### config.mk
export PLATFORM = sky130hd
export DESIGN_NAME = pdc_port_config
export DESIGN_NICKNAME = d
export VERILOG_FILES = /design/src/hdl/pdc_pkg.sv /design/src/hdl/pdc_port_config.sv
export SDC_FILE = /design/constraint.sdc
export NUM_CORES = 1
export LEC_CHECK = 0
export BUFFER_PORTS_ARGS = -buffer_cell sky130_fd_sc_hd__buf_2
export CAP_MARGIN = 20
export CELL_PAD_IN_SITES_DETAIL_PLACEMENT = 0
export CELL_PAD_IN_SITES_GLOBAL_PLACEMENT = 1
export CORE_MARGIN = 5
export CORE_UTILIZATION = 37
export DETAILED_ROUTE_END_ITERATION = 16
export PLACE_DENSITY_LB_ADDON = 0.05
export SLEW_MARGIN = 10
export SYNTH_ARGS = -nofsm -noshare
export SYNTH_HDL_FRONTEND = slang
export SYNTH_SLANG_ARGS = --single-unit
### constraint.sdc
create_clock -name clock -period 3.4 [get_ports clock]
set_input_delay 0.68 -clock clock [delete_from_list [all_inputs] [get_ports clock]]
set_output_delay 0.68 -clock clock [all_outputs]
set_load 0.02 [all_outputs]
### src/hdl/pdc_pkg.sv
/*
 * Package for the port direction and drive configuration block: register
 * addresses, reset values, field layouts and the carrier structs.
 * Assumes a byte-wide special-register access port from the processor core.
 */
package pdc_pkg;

  // ----------------------------------------------------------------
  // Register addresses
  // ----------------------------------------------------------------
  localparam logic [15:0] PDC_ADDR_PORT6_DIRECTION = 16'hff26;
  localparam logic [15:0] PDC_ADDR_PORT6_OUTPUT_TYPE = 16'hff2a;
  localparam logic [15:0] PDC_ADDR_PORT1_DIRECTION = 16'hff21;

  // ----------------------------------------------------------------
  // Reset values and fixed bits
  // ----------------------------------------------------------------
  localparam logic [7:0] PDC_RST_PORT6_DIRECTION = 8'hff;
  localparam logic [7:0] PDC_RST_PORT6_OUTPUT_TYPE = 8'h00;
  localparam logic [7:0] PDC_RST_PORT1_DIRECTION = 8'hff;
  localparam logic [7:0] PDC_RST_LATCH = 8'h00;
  localparam logic [1:0] PDC_P6_IMPL_MASK = 2'h3;
  localparam logic [5:0] PDC_P6_DIR_FIXED = 6'h3f;
  localparam logic [5:0] PDC_P6_OT_FIXED = 6'h00;
  localparam int PDC_P6_PINS = 2;
  localparam int PDC_P1_PINS = 8;
  localparam int PDC_P4_PINS = 3;
  localparam logic PDC_DIR_OUTPUT = 1'b0;
  localparam logic PDC_OT_OPEN_DRAIN = 1'b1;
  localparam logic PDC_RST_SERIAL_IN = 1'b1;

  // ----------------------------------------------------------------
  // Carriers
  // ----------------------------------------------------------------
  typedef struct packed {
    logic       rd;
    logic       wr;
    logic       bit_op;
    logic [2:0] bit_sel;
    logic [15:0] addr;
    logic [7:0] wdata;
  } pdc_bus_s;

  typedef struct packed {
    logic clk_out;
    logic clk_oe;
    logic data_out;
    logic data_oe;
  } pdc_serial_s;

  typedef struct packed {
    logic [7:0] port1_direction_q;
    logic [1:0] port6_direction_q;
    logic [1:0] port6_output_type_q;
    logic [7:0] rdata_q;
    logic [PDC_P6_PINS-1:0] p6_out_q;
    logic [PDC_P6_PINS-1:0] p6_oe_q;
    logic [PDC_P1_PINS-1:0] p1_out_q;
    logic [PDC_P1_PINS-1:0] p1_oe_q;
    logic [PDC_P4_PINS-1:0] p4_oe_q;
    logic [PDC_P4_PINS-1:0] p4_out_q;
    logic p12_out_q;
    logic p12_oe_q;
    logic [PDC_P6_PINS-1:0] p6_sync1_q;
    logic [PDC_P6_PINS-1:0] p6_sync2_q;
    logic [PDC_P4_PINS-1:0] p4_sync1_q;
    logic [PDC_P4_PINS-1:0] p4_sync2_q;
    logic p12_sync1_q;
    logic p12_sync2_q;
    logic ss_clk_in_q;
    logic ss_data_in_q;
    logic ss_cs_in_q;
  } pdc_state_s;

endpackage

### src/hdl/pdc_port_config.sv
/*
 * Port direction and drive configuration: port 1 and port 6 direction,
 * port 6 output type, and pin routing of the second clocked serial channel.
 * Pads: push-pull gives enable 1 and the level; open drain gives enable as
 * the inverse level with the level held low; input mode releases the pad.
 * Pin levels reach the serial inputs after two sync stages and one register.
 * Assumes the core writes registers through a byte access port with optional
 * single-bit writes, and that output latches come from the port data logic.
 */
// Function
// - Direction bit 0 output, 1 input
// - Port 6 direction at ff26, resets ff
// - Output type 0 push-pull, 1 open-drain
// - Reset clears port 6 output type
// - Output type takes bit and byte writes
// - Output type at ff2a, bits 7-2 zero
// - Select 0 routes clock out and clock, data in to port 6; data out unrouted, chip select in from port 4 pin 2
// - Select 1 routes to ports 4, 12
// - Direction bits act independently per pin
`timescale 1ns/1ps
`default_nettype none
module pdc_port_config
  import pdc_pkg::*;
(
  input wire logic clock, // System clock
  input wire logic rst, // Synchronous reset, active high
  input wire pdc_bus_s bus, // Register access from core
  output logic [7:0] rdata, // Read data, registered
  input wire logic [7:0] port1_latch, // Port 1 output latch
  input wire logic [1:0] port6_latch, // Port 6 output latch
  input wire logic [2:0] port4_latch, // Port 4 pins 2..0 latch
  input wire logic [2:0] port4_direction, // Port 4 pins 2..0 direction
  input wire logic port12_latch, // Port 12 pin 0 latch
  input wire logic port12_direction, // Port 12 pin 0 direction
  input wire logic second_serial_pin_select, // Second channel pin select
  input wire logic first_serial_active, // First channel owns port 1 pins 0 and 2
  input wire logic second_serial_active, // Second channel owns its pins
  input wire pdc_serial_s first_serial, // First channel outputs
  input wire pdc_serial_s second_serial, // Second channel outputs
  output logic second_serial_clock_in, // Second channel clock input
  output logic second_serial_data_in, // Second channel data input
  output logic second_serial_chip_select_in, // Second channel chip select
  input wire logic [1:0] p6_pin_i, // Port 6 pin level
  output logic [1:0] p6_pin_o, // Port 6 pin drive level
  output logic [1:0] p6_pin_oe, // Port 6 pin drive enable
  output logic [7:0] p1_pin_o, // Port 1 pin drive level
  output logic [7:0] p1_pin_oe, // Port 1 pin drive enable
  input wire logic [2:0] p4_pin_i, // Port 4 pins 2..0 level
  output logic [2:0] p4_pin_o, // Port 4 pins 2..0 drive level
  output logic [2:0] p4_pin_oe, // Port 4 pins 2..0 drive enable
  input wire logic p12_pin_i, // Port 12 pin 0 level
  output logic p12_pin_o, // Port 12 pin 0 drive level
  output logic p12_pin_oe, // Port 12 pin 0 drive enable
  output logic [7:0] port1_direction, // Port 1 direction register
  output logic [1:0] port6_direction, // Port 6 direction bits
  output logic [1:0] port6_output_type // Port 6 output type bits
);

  // ----------------------------------------------------------------
  // Helpers
  // ----------------------------------------------------------------
  // Byte or single-bit write merged onto current contents
  function automatic logic [7:0] pdc_merge(input logic [7:0] cur, input pdc_bus_s b);
    logic [7:0] res;
    res = cur;
    if (b.bit_op)
    begin
      res[b.bit_sel] = b.wdata[0];
    end
    else
    begin
      res = b.wdata;
    end
    return res;
  endfunction

  // Pad drive: open-drain only pulls low, push-pull drives both levels
  function automatic logic [1:0] pdc_drive(input logic dir, input logic ot, input logic val);
    logic [1:0] res;
    res = 2'h0;
    if (dir == PDC_DIR_OUTPUT)
    begin
      if (ot == PDC_OT_OPEN_DRAIN)
      begin
        res = {~val, 1'b0};
      end
      else
      begin
        res = {1'b1, val};
      end
    end
    return res;
  endfunction

  // Second channel input: port 4 level when select is 1, else port 6
  function automatic logic pdc_pick(input logic sel, input logic alt, input logic dflt);
    logic res;
    res = dflt;
    if (sel)
    begin
      res = alt;
    end
    return res;
  endfunction

  pdc_state_s s_q;
  pdc_state_s s_d;
  logic [7:0] p6_dir_full;
  logic [7:0] p6_ot_full;
  logic [7:0] p6_dir_new;
  logic [7:0] p6_ot_new;
  logic [1:0] p6_src;
  logic [7:0] p1_src;
  logic [2:0] p4_src;
  logic p12_src;
  logic [1:0] drv;

  // ----------------------------------------------------------------
  // Next state
  // ----------------------------------------------------------------
  always_comb
  begin
    s_d = s_q;
    p6_dir_full = {PDC_P6_DIR_FIXED, s_q.port6_direction_q};
    p6_ot_full = {PDC_P6_OT_FIXED, s_q.port6_output_type_q};
    p6_dir_new = p6_dir_full;
    p6_ot_new = p6_ot_full;
    drv = 2'h0;

    // ----------------------------------------------------------------
    // Pin synchronisers, two stages per pad
    // ----------------------------------------------------------------
    s_d.p6_sync1_q = p6_pin_i;
    s_d.p6_sync2_q = s_q.p6_sync1_q;
    s_d.p4_sync1_q = p4_pin_i;
    s_d.p4_sync2_q = s_q.p4_sync1_q;
    s_d.p12_sync1_q = p12_pin_i;
    s_d.p12_sync2_q = s_q.p12_sync1_q;

    // ----------------------------------------------------------------
    // Second channel inputs, read from the second stage only
    // ----------------------------------------------------------------
    s_d.ss_clk_in_q = pdc_pick(second_serial_pin_select, s_q.p4_sync2_q[0], s_q.p6_sync2_q[0]);
    s_d.ss_data_in_q = pdc_pick(second_serial_pin_select, s_q.p4_sync2_q[1], s_q.p6_sync2_q[1]);
    s_d.ss_cs_in_q = s_q.p4_sync2_q[2];

    // ----------------------------------------------------------------
    // Register writes; fixed bits fall away
    // ----------------------------------------------------------------
    if (bus.wr)
    begin
      unique case (bus.addr)
        PDC_ADDR_PORT6_DIRECTION:
        begin
          p6_dir_new = pdc_merge(p6_dir_full, bus);
          s_d.port6_direction_q = p6_dir_new[1:0];
        end
        PDC_ADDR_PORT6_OUTPUT_TYPE:
        begin
          p6_ot_new = pdc_merge(p6_ot_full, bus);
          s_d.port6_output_type_q = p6_ot_new[1:0];
        end
        PDC_ADDR_PORT1_DIRECTION:
        begin
          s_d.port1_direction_q = pdc_merge(s_q.port1_direction_q, bus);
        end
        default:
        begin
          // Unmapped writes ignored
          s_d.rdata_q = s_q.rdata_q;
        end
      endcase
    end

    // ----------------------------------------------------------------
    // Register reads: old contents, unmapped reads zero
    // ----------------------------------------------------------------
    if (bus.rd)
    begin
      unique case (bus.addr)
        PDC_ADDR_PORT6_DIRECTION:
        begin
          s_d.rdata_q = p6_dir_full;
        end
        PDC_ADDR_PORT6_OUTPUT_TYPE:
        begin
          s_d.rdata_q = p6_ot_full;
        end
        PDC_ADDR_PORT1_DIRECTION:
        begin
          s_d.rdata_q = s_q.port1_direction_q;
        end
        default:
        begin
          s_d.rdata_q = 8'h00;
        end
      endcase
    end

    // ----------------------------------------------------------------
    // Output sources: latch, or peripheral when it owns the pin
    // ----------------------------------------------------------------
    p1_src = port1_latch;
    if (first_serial_active)
    begin
      p1_src[0] = first_serial.clk_out;
      p1_src[2] = first_serial.data_out;
    end
    p6_src = port6_latch;
    p4_src = port4_latch;
    p12_src = port12_latch;

    // ----------------------------------------------------------------
    // Second channel output routing
    // ----------------------------------------------------------------
    if (second_serial_active)
    begin
      if (second_serial_pin_select == 1'b0)
      begin
        p6_src[0] = second_serial.clk_out;
      end
      else
      begin
        p4_src[0] = second_serial.clk_out;
        p12_src = second_serial.data_out;
      end
    end

    // ----------------------------------------------------------------
    // Pin drive from direction and output type
    // ----------------------------------------------------------------
    // Port 1 pins are always push-pull
    for (int i = 0; i < PDC_P1_PINS; i++)
    begin
      drv = pdc_drive(s_q.port1_direction_q[i], 1'b0, p1_src[i]);
      s_d.p1_oe_q[i] = drv[1];
      s_d.p1_out_q[i] = drv[0];
    end
    for (int i = 0; i < PDC_P6_PINS; i++)
    begin
      drv = pdc_drive(s_q.port6_direction_q[i], s_q.port6_output_type_q[i], p6_src[i]);
      s_d.p6_oe_q[i] = drv[1];
      s_d.p6_out_q[i] = drv[0];
    end
    // Port 4 and 12 directions come from the port logic
    for (int i = 0; i < PDC_P4_PINS; i++)
    begin
      drv = pdc_drive(port4_direction[i], 1'b0, p4_src[i]);
      s_d.p4_oe_q[i] = drv[1];
      s_d.p4_out_q[i] = drv[0];
    end
    drv = pdc_drive(port12_direction, 1'b0, p12_src);
    s_d.p12_oe_q = drv[1];
    s_d.p12_out_q = drv[0];

    // ----------------------------------------------------------------
    // Reset
    // ----------------------------------------------------------------
    if (rst)
    begin
      s_d = '0;
      s_d.port6_direction_q = PDC_RST_PORT6_DIRECTION[1:0];
      s_d.port6_output_type_q = PDC_RST_PORT6_OUTPUT_TYPE[1:0];
      s_d.port1_direction_q = PDC_RST_PORT1_DIRECTION;
      s_d.ss_clk_in_q = PDC_RST_SERIAL_IN;
      s_d.ss_data_in_q = PDC_RST_SERIAL_IN;
      s_d.ss_cs_in_q = PDC_RST_SERIAL_IN;
    end
  end

  // ----------------------------------------------------------------
  // State register
  // ----------------------------------------------------------------
  always_ff @(posedge clock)
  begin
    s_q <= s_d;
  end

  // ----------------------------------------------------------------
  // Outputs
  // ----------------------------------------------------------------
  assign rdata = s_q.rdata_q;
  assign p6_pin_o = s_q.p6_out_q;
  assign p6_pin_oe = s_q.p6_oe_q;
  assign p1_pin_o = s_q.p1_out_q;
  assign p1_pin_oe = s_q.p1_oe_q;
  assign p4_pin_o = s_q.p4_out_q;
  assign p4_pin_oe = s_q.p4_oe_q;
  assign p12_pin_o = s_q.p12_out_q;
  assign p12_pin_oe = s_q.p12_oe_q;
  assign port1_direction = s_q.port1_direction_q;
  assign port6_direction = s_q.port6_direction_q;
  assign port6_output_type = s_q.port6_output_type_q;
  assign second_serial_clock_in = s_q.ss_clk_in_q;
  assign second_serial_data_in = s_q.ss_data_in_q;
  assign second_serial_chip_select_in = s_q.ss_cs_in_q;

endmodule
`default_nettype wire

# After elaboration in Yosys (flattened, before gate mapping)
# Cells that the tools add are included.
# totals
latch_bits	0
memories	0
mem_bits_ro	0
regBits	61
mem_bits_rw	0
# classes
order_cmp	2
mul	0
shift	0
n_reduce_logical	20
n_mux	34
n_addsub	0
bitwise	2
n_eq_ne	3
n_div	0
# ops
op	n
$eq 16x16->1 const B	3
$mux 2	16
$reduce_or 2->1	14
$bwmux 8	3
$pmux 8 s3	1
$mux 8	2
$mux 1	11
$reduce_and 2->1	3
$reduce_or 3->1	2
$lt 3x4->1 const B	1
$demux 1 s3	1
$ge 3x1->1 const B	1
$not 1->1	2
$logic_and 1x1->1	1

# Logic depth before layout (Yosys ltp)
# Gate-level depths: netlist of run 1.
# depth
word_depth	6
depth_mapped	6
ltp_nobuf	4

# Worst setup path before layout of run 1
# OpenSTA, ideal clock, no wires.
# synth_timing
path_kind	input port to flip-flop
startpoint	in bus[12] in the netlist's numbering
endpoint	reg s_q (netlist bit port6_output_type[1])
setup_ns	0.132
arrival_time_ns	2.047
stages	4
path_slack_ns	1.221
cell_sequence	or4b_4 > or4_1 > nor3_1 > nor3_1
# synth_via
elab_chain_cells	2
# synth_lines
element	line_no	rtl
start, declared	pdc_port_config.sv:27	input wire pdc_bus_s bus,
$eq 16x16->1	n/a	
$reduce_and 2->1 (no source line)	n/a	
end signal, assigned	pdc_port_config.sv:276	s_q <= s_d;
end, declared	pdc_port_config.sv:106	pdc_state_s s_q;
# Every way passes these cells.
# A chain may end at the register's enable or synchronous reset.

# Worst setup path in the final report of run 1
# layout_timing
startpoint	in bus[12] in the netlist's numbering
endpoint	reg s_q (netlist bit port1_direction[2])
# layout_via
elab_chain_cells	2
# layout_lines
element	line_no	rtl
$eq 16x16->1	pdc_port_config.sv:152	unique case (bus.addr)
$reduce_and 2->1 (no source line)	n/a	
# Every way passes these cells.

==> impl_metrics.toml, run 1 <==
[worst_setup_path]
ff2ff_path_depth = 2
worstSetupStartpointType = "input pin"
path_max_fanout = 18
end_kind = "flop"
rr_endpoint = "rdata[1]$_SDFFE_PP0P_"
r2r_slack_ps = 2400
r2r-start = "port6_output_type[1]$_SDFFE_PP0P_"
cp_data_required_time_ps = 3620
worst-setup-path-type = "input pin to flop"
critPathArrivalTime_ps = 2440

[sta]
setup_viol = 0
max_slew_margin_pct = 40.3
hold_violations = 0
period_share_pct = 65.3
slew_violations = 0
layout_setup_ws_ps = 1180
tightest_slew_ps = 895
tns_ps = 0
clock-skew-final_ps = 6.99
fin_crit_ps = 2220
max_freq_mhz = 450
grt_setup_unrepaired = "no"

[drt]
route.vias.total = 2048
drc_errors = 0
wire_per_inst_um = 13.8
routed_wl_um = 6070
viasPerCell = 4.64
drt_iter0_drc = 94
drtPass1Iterations = 4
ant_nets = 0

[min_path]
min_path_cells = 1
worst_hold_path_type = "flop to flop"
min_to = "second_serial_chip_select_in$_SDFF_PP1_"
min_from = "s_q[7]$_SDFF_PP0_"

[place]
portBuffers = 112
dp_cells = 425
post_dp_cell_area_um2 = 2920
routabilityCongestion = 0.723
place_hpwl_um = 4410
dpl_worst_slack_ps = 878

[yosys]
yosysWarnings = 0
synth_top_area_share_pct = 46.4
synth_edf_count = 0
ys_async_sr_fraction_pct = 0
syn_area_um2 = 2630
ys_types = 38
yosysSeqAreaShare_pct = 46.4
synthTopCellsByArea = "dfxtp_1, buf_4, mux2i_1"
ys_ff_latch = 61
synth_ff_type = "dfxtp_1"
yosys.area.top_type = "dfxtp_1"
syn_avg_cell_area_um2 = 9.60
syn_nets = 341
synthCells = 274

[global_route]
grt_pass1_vias = 2001
grt_antenna_before_repair = 0
overflow = 0
grt_max_degree = 50
grt_pass1_wl_um = 9650
grt_util_all_layers_pct = 14.1

[finish]
nets = 407
antenna-diode-count = 0
finalNonFillerCells = 441
drive_gt1_share_pct = 38.8
nFillCells = 742
area_growth_pct = 18.7
fin_area_um2 = 3120

[clocking]
clk_pin_slew_ps = 70
cts_resized = 0
numCtsBuffers = 9
cts_tree = "yes"
clock_path_buffers = 2
clock_sinks = 61
postCtsSetupBuffers = 0
htree_levels = 3
insertion_delay_ps = 330
cts_hold_buf = 0
clockRootBuffer = "clkbuf_8"

[floorplan]
die_w_um = 94.3
die_h_um = 94.3
boundaryPins = 118
die-area_um2 = 8890
rows = 30
core_um2 = 6870
start_util_pct = 38.3

[run_status]
outcome = "finished, final reports clean"

[power]
ir_drop_mv = 0.208
power.leakage_nw = 1.49
cellPowerDensity_nw_per_um2 = 485

[flow_run]
cap_violations = 0
==> worst max-delay path by stage <==
stage / startpoint / slack, ps / endpoint
6_report: bus[12] / 1180 / port1_direction[2]$_SDFFE_PP1P_
4_1_cts: bus[12] / 1230 / port1_direction[2]$_SDFFE_PP1P_
3_3_place_gp: bus[12] / 900 / port1_direction[2]$_SDFFE_PP1P_
2_1_floorplan: bus[12] / 1220 / port6_output_type[1]$_SDFFE_PP0P_
3_5_place_dp: bus[12] / 880 / port1_direction[2]$_SDFFE_PP1P_
5_1_grt: bus[12] / 1030 / port1_direction[2]$_SDFFE_PP1P_
==> sequential cells by signal (all words and copies together), names as in the netlist <==
| name | flops |
|---|---|
| p12_pin_o | 1 |
| p12_pin_oe | 1 |
| p1_pin_o | 8 |
| p1_pin_oe | 8 |
| p4_pin_o | 3 |
| p4_pin_oe | 3 |
| p6_pin_o | 2 |
| p6_pin_oe | 2 |
| port1_direction | 8 |
| port6_direction | 2 |
| port6_output_type | 2 |
| rdata | 8 |
| s_q | 10 |
| second_serial_chip_select_in | 1 |
| second_serial_clock_in | 1 |
| second_serial_data_in | 1 |
==> cell families after synthesis <==
family / after synthesis / share of synthesized area, %
simple gates: 100 / 22.6
mux: 13 / 4.95
compound gates: 40 / 10.8
buf+inv: 60 / 15.2
flops: 61 / 46.4
==> per-layer routing <==
metal / routed length, um / GRT usage, % / up-vias
met5: 0 / 0 / -
met4: 102 / 5.42 / 0
met3: 642 / 6.65 / 9
met2: 2490 / 21.0 / 87
met1: 2840 / 17.6 / 907
li1: - / - / 1045
==> through the flow <==
stage | utilization, % | hold slack [ps] | total power, W
finish | 45.4 | 429 | 0.00151
global route | 45.4 | 436 | 0.00159
CTS | 45.4 | 429 | 0.00154
detailed placement | 42.5 | 395 | 0.000888
global placement | 42.5 | 406 | 0.000887
floorplan | - | 389 | 0.000834
==> cells in the final DEF, fill, tap and decap left out, drive strengths merged, types with 3 or more instances in the layout <==
master      n
buf       112
dfxtp      61
nor2       23
nor2b      15
nor3       14
mux2i      13
a21oi      12
and2       10
clkbuf     10
nand3       9
o21ai       7
nand2       5
a211oi      4
nor4        4
inv         3
nand4       3
nor4b       3
and4        3
o31ai       3
and3        3
a221oi      3
a21o        3
clkinvlp    3
==> synthesized netlist by cell type, types with 2 or more instances <==
library cell,n
buf_2,2
clkbuf_1,7
o31ai_1,3
dfxtp_1,61
a221oi_1,3
buf_4,46
nor4_1,2
nor3b_1,2
nand4_1,3
nor4_4,2
a222oi_1,2
a21o_1,3
nor2_1,23
o21ai_0,7
buf_1,2
a211oi_1,4
nor4b_1,3
and3_1,3
mux2i_1,13
nand2_1,5
a21oi_1,12
and2_1,10
and4_1,3
nor3_1,14
nor2b_1,15
inv_1,3
nand3_1,9
or4bb_1,2
==> worst max-delay path, stage by stage <==
cell and delay, ps:
buf_2 110, nor4b_1 500, and4_1 760, o211ai_1 230
mux2i_1 160
==> power breakdown <==
part           total, W  leakage, nW  switching (W)  internal (W)
Clock          0.000645       0.0943       0.000290      0.000355
Sequential     0.000735        0.498     0.00000402      0.000731
Combinational  0.000134        0.900      0.0000756     0.0000586
==> area by class of cell <==
cell class                      instances  area, um2  share of cell area [%]
Timing Repair Buffer                  112        561                    18.0
Tap cell                               96        120                    3.85
Multi-Input combinational cell        153       1010                    32.3
Clock inverter                          6       62.6                    2.00
Inverter                                3       11.3                   0.361
Sequential cell                        61       1220                    39.1
Clock buffer                           10        138                    4.41
(Power assumes the default switching activity.)
==> inputs of run 2 (changes only) <==
--- a/config.mk
+++ b/config.mk
@@ -10,7 +10,7 @@
 export CELL_PAD_IN_SITES_DETAIL_PLACEMENT = 0
 export CELL_PAD_IN_SITES_GLOBAL_PLACEMENT = 1
 export CORE_MARGIN = 5
-export CORE_UTILIZATION = 37
+export CORE_UTILIZATION = 34
 export DETAILED_ROUTE_END_ITERATION = 16
 export PLACE_DENSITY_LB_ADDON = 0.05
 export SLEW_MARGIN = 10
==> constraint.sdc (replaced) <==
create_clock -name clock -period 2.1 [get_ports clock]
set_input_delay 0.42 -clock clock [delete_from_list [all_inputs] [get_ports clock]]
set_output_delay 0.42 -clock clock [all_outputs]
set_load 0.02 [all_outputs]
==> run 2 against run 1 <==
  * Core utilization shrank 3.4 points
  * Sequential cell count unchanged
  * Critical path depth did not move
  * Die area grew 7.9%
  * Critical path type unchanged
  * Critical endpoint is now port6_output_type[1]$_SDFFE_PP0P_
  * Largest power group unchanged
  * Highest routed layer unchanged
==> impl_metrics.toml, run 2 (same netlist as run 1, synthesis figures left out) <==
[worst_setup_path]
end_kind = "flop"
path_max_fanout = 4
worst-setup-path-type = "input pin to flop"
ff2ff_path_depth = 2
critPathArrivalTime_ps = 1990
worstSetupStartpointType = "input pin"
cp_data_required_time_ps = 2330

[floorplan]
die_w_um = 98.0
die-area_um2 = 9590
die_h_um = 98.0
start_util_pct = 34.4
rows = 32
boundaryPins = 118
core_um2 = 7650

[min_path]
worst_hold_path_type = "input pin to flop"
min_path_cells = 2

[global_route]
grt_pass1_vias = 2087
grt_max_degree = 26
overflow = 0
grt_pass1_wl_um = 10300
grt_antenna_before_repair = 0
grt_util_all_layers_pct = 13.5

[drt]
wire_per_inst_um = 13.8
route.vias.total = 2060
drc_errors = 0
drtPass1Iterations = 4
routed_wl_um = 6290
ant_nets = 0
drt_iter0_drc = 65
viasPerCell = 4.54

[finish]
largest_register_ffs = 10
drive_gt1_share_pct = 39.5
fin_area_um2 = 3210
regArea_um2 = 1220
nets = 414
area_growth_pct = 22.2
multi_input_area_um2 = 1010
antenna-diode-count = 0
finish.utilization_pct = 42.0
layout_common_cells = "buf_2, dfxtp_1, nor2_1, nor2b_1, nor3_1"
largest_register = "s_q"
final_common_cell = "buf_2"
nFillCells = 848

[sta]
clock-skew-final_ps = 8.35
tightest_slew_ps = 510
max_freq_mhz = 568
hold_violations = 0
period_share_pct = 83.9
slew_violations = 0
tns_ps = 0
grt_setup_unrepaired = "no"
setup_viol = 0
max_slew_margin_pct = 65.5
fin_crit_ps = 1760

[clocking]
cts_tree = "yes"
clk_pin_slew_ps = 70
clock_sinks = 61
cts_resized = 0
cts_hold_buf = 0
clock_path_buffers = 2
numCtsBuffers = 9
postCtsSetupBuffers = 0
insertion_delay_ps = 330
htree_levels = 3
clockRootBuffer = "clkbuf_8"

[power]
power.leakage_nw = 1.55
design_power_total_w = 0.00253
cellPowerDensity_nw_per_um2 = 787
ir_drop_mv = 0.315

[place]
post_dp_cell_area_um2 = 3010
portBuffers = 112
routabilityCongestion = 0.766
place_hpwl_um = 4660

[flow_run]
cap_violations = 0

[run_status]
outcome = "finished, final reports clean"
[run 2: changes by cell type in the layout (fill, tap and decap cells not counted), sizes merged]
cell / delta
buf: +7
clkbuf: +1
clkinv: +1
clkinvlp: -3
bufinv: +1
[run 2: per-layer routing]
metal  track usage, %  part of all wire [%]
met5                0                     0
met3             5.00                   9.6
met4             6.39                   1.9
met1             17.6                    46
met2             19.7                    42
[run 2: final cells by class]
cell class                 instances  area share [%]
clock inverter                     5            2.34
tap                              102            3.97
sequential                        61            38.0
clock buffer                      11            4.09
multi-input combinational        153            31.4
timing repair buffer             119            19.9
inverter                           3           0.350
[run 2: where the power goes]
part | switching [W] | total, W | internal (W)
Sequential | 0.00000645 | 0.00119 | 0.00118
Clock | 0.000449 | 0.00111 | 0.000663
Combinational | 0.000125 | 0.000227 | 0.000102
[run 2: worst max-delay path, cell delays in order]
cell and delay [ps]:
buf_2 100, or4b_4 600, or4_1 590, nor3_1 220, nor3_1 60
[run 2: worst paths after layout]
path	start	endpoint	slack, ps
max reg2reg	port6_output_type[1]$_SDFFE_PP0P_	rdata[1]$_SDFFE_PP0P_	1070
min reg2reg	s_q[7]$_SDFF_PP0_	second_serial_chip_select_in$_SDFF_PP1_	420
max	bus[12]	port6_output_type[1]$_SDFFE_PP0P_	340
min	port4_direction[2]	p4_pin_oe[2]$_SDFF_PP0_	240
[run 2: per-stage QoR]
step / setup WS (ps) / hold WS [ps] / cells
floorplan: 181 / 389 / 274
global placement: 16.2 / 406 / 438
detailed placement: -6.36 / 398 / 438
CTS: 362 / 225 / 454
global route: 275 / 222 / 454
finish: 338 / 240 / 454
==> inputs of run 3 (changes only) <==
==> constraint.sdc (replaced) <==
create_clock -name clock -period 1.7 [get_ports clock]
set_input_delay 0.34 -clock clock [delete_from_list [all_inputs] [get_ports clock]]
set_output_delay 0.34 -clock clock [all_outputs]
set_load 0.02 [all_outputs]
==> run 3 against run 2 <==
  * Routed wire length rose by 0.59%
  * Largest power group unchanged
  * Design area rose by 1.6%
  * Sequential share of layout area decreased by 0.60 points
  * Clock power up 28%
  * Sequential power grew 24%
  * Register-to-register slack got worse by 360 ps
  * Global-route usage increased by 0.29 points
  * Critical path depth grew 2
  * Sequential cell count is the same
  * First-iteration DRC count increased by 72%
==> impl_metrics.toml, run 3 (same netlist as run 1, synthesis figures left out) <==
[drt]
viasPerCell = 4.57
route.vias.total = 2099
drt_iter0_drc = 112
wire_per_inst_um = 13.8
routed_wl_um = 6320
ant_nets = 0
drtPass1Iterations = 4
drc_errors = 0

[power]
cellPowerDensity_nw_per_um2 = 972
ir_drop_mv = 0.378
design_power_total_w = 0.00317
power.leakage_nw = 1.57

[floorplan]
die_w_um = 98.0
rows = 32
start_util_pct = 34.4
boundaryPins = 118
core_um2 = 7650
die_h_um = 98.0
die-area_um2 = 9590

[finish]
regArea_um2 = 1220
multi_input_area_um2 = 1020
nets = 420
largest_register_ffs = 10
nFillCells = 805
drive_gt1_share_pct = 41.5
area_growth_pct = 24.1
antenna-diode-count = 0
final_common_cell = "buf_2"
finish.utilization_pct = 42.7
layout_common_cells = "buf_2, dfxtp_1, nor2_1, nor2b_1, nor3_1"
largest_register = "s_q"

[sta]
slew_violations = 0
hold_violations = 0
fin_crit_ps = 1640
period_share_pct = 96.3
max_slew_margin_pct = 56.5
max_freq_mhz = 611
layout_setup_ws_ps = 62.9
tightest_slew_ps = 653
setup_viol = 0
clock-skew-final_ps = 6.30

[worst_setup_path]
r2r-start = "port6_output_type[1]$_SDFFE_PP0P_"
crit_top_cell = "buf_4"
cpPeakStageDelay_ps = 540
worst-setup-path-type = "input pin to flop"
ff2ff_path_depth = 2
crit_end = "port6_output_type[0]$_SDFFE_PP0P_"
startpoint = "bus[10]"
r2r_slack_ps = 710
rr_endpoint = "rdata[1]$_SDFFE_PP0P_"
cp_data_required_time_ps = 1960
critPathArrivalTime_ps = 1900
path_max_fanout = 4
worstSetupStartpointType = "input pin"
crit_chain = "buf_2, or4bb_4, buf_4, nor4_4, buf_4, nand3_1, a21oi_1"
end_kind = "flop"
critPathSlowestCell = "or4bb_4"

[clocking]
numCtsBuffers = 9
htree_levels = 3
cts_tree = "yes"
clockRootBuffer = "clkbuf_8"
cts_resized = 0
insertion_delay_ps = 330
clock_sinks = 61
clk_pin_slew_ps = 70
clock_path_buffers = 2

[global_route]
grt_antenna_before_repair = 0
grt_pass1_vias = 2141
grt_util_all_layers_pct = 13.8
overflow = 0
grt_pass1_wl_um = 10600
grt_max_degree = 34

[min_path]
worst_hold_path_type = "input pin to flop"

[place]
place_hpwl_um = 4610
routabilityCongestion = 0.752
portBuffers = 112
dpl_worst_slack_ps = -219

[run_status]
outcome = "finished, final reports clean"

[flow_run]
cap_violations = 0
==> run 3: cell types whose count changed in the layout (fill, tap and decap cells not counted), sizes merged <==
cell | previous run | this run
clkinv | 3 | 1
buf | 119 | 125
clkinvlp | 0 | 1
==> run 3: what timing repair did <==
action,CTS,global route
hold buffers,0,0
hold endpoints to repair,0,0
setup endpoints to repair,0,3
setup buffers,0,1
==> run 3: area by class of cell <==
cell class	count	area share (%)
Multi-Input combinational cell	153	31.2
Clock buffer	11	4.33
Clock inverter	4	2.22
Inverter	3	0.345
Timing Repair Buffer	125	20.5
Sequential cell	61	37.4
Tap cell	102	3.91
==> run 3: layer usage <==
| layer | GRT usage [%] | vias to the layer above | wire length [um] |
|---|---|---|---|
| met4 | 4.79 | 0 | 87 |
| li1 | - | 1074 | - |
| met5 | 0 | - | 0 |
| met3 | 5.21 | 6 | 542 |
| met1 | 18.4 | 930 | 2970 |
| met2 | 20.3 | 89 | 2730 |
==> run 3: worst min-delay path by stage <==
stage	from	endpoint	slack, ps	cells past startpoint
detailed placement	s_q[7]$_SDFF_PP0_	second_serial_chip_select_in$_SDFF_PP1_	400	1
global placement	s_q[7]$_SDFF_PP0_	second_serial_chip_select_in$_SDFF_PP1_	410	1
global route	port4_direction[1]	p4_pin_oe[1]$_SDFF_PP0_	130	2
floorplan	s_q[7]$_SDFF_PP0_	second_serial_chip_select_in$_SDFF_PP1_	390	1
CTS	port4_direction[1]	p4_pin_oe[1]$_SDFF_PP0_	140	2
finish	port4_direction[1]	p4_pin_oe[1]$_SDFF_PP0_	160	2
==> run 3: report_power, final <==
group	switching [W]	total, W	internal [W]
registers	0.00000831	0.00147	0.00146
logic	0.000157	0.000286	0.000129
clock network	0.000562	0.00142	0.000855
total	0.000727	0.00317	0.00245
==> run 3: worst max-delay path: cells and delay by family <==
kind                   cells  cell delay (ps)
AO/OA/AOI/OAI              1              130
AND/OR/NAND/NOR            3              970
buffers and inverters      3              460
==> run 3: stage by stage <==
stage | area, um2 | setup TNS, ps | instances | hold WS [ps]
2_1_floorplan | 2640 | -147 | 274 | 389
3_3_place_gp | 3040 | -1990 | 443 | 409
3_5_place_dp | 3040 | -2110 | 443 | 397
4_1_cts | 3260 | 0 | 458 | 144
5_1_grt | 3260 | -1.75 | 459 | 135
6_report | 3260 | 0 | 459 | 157
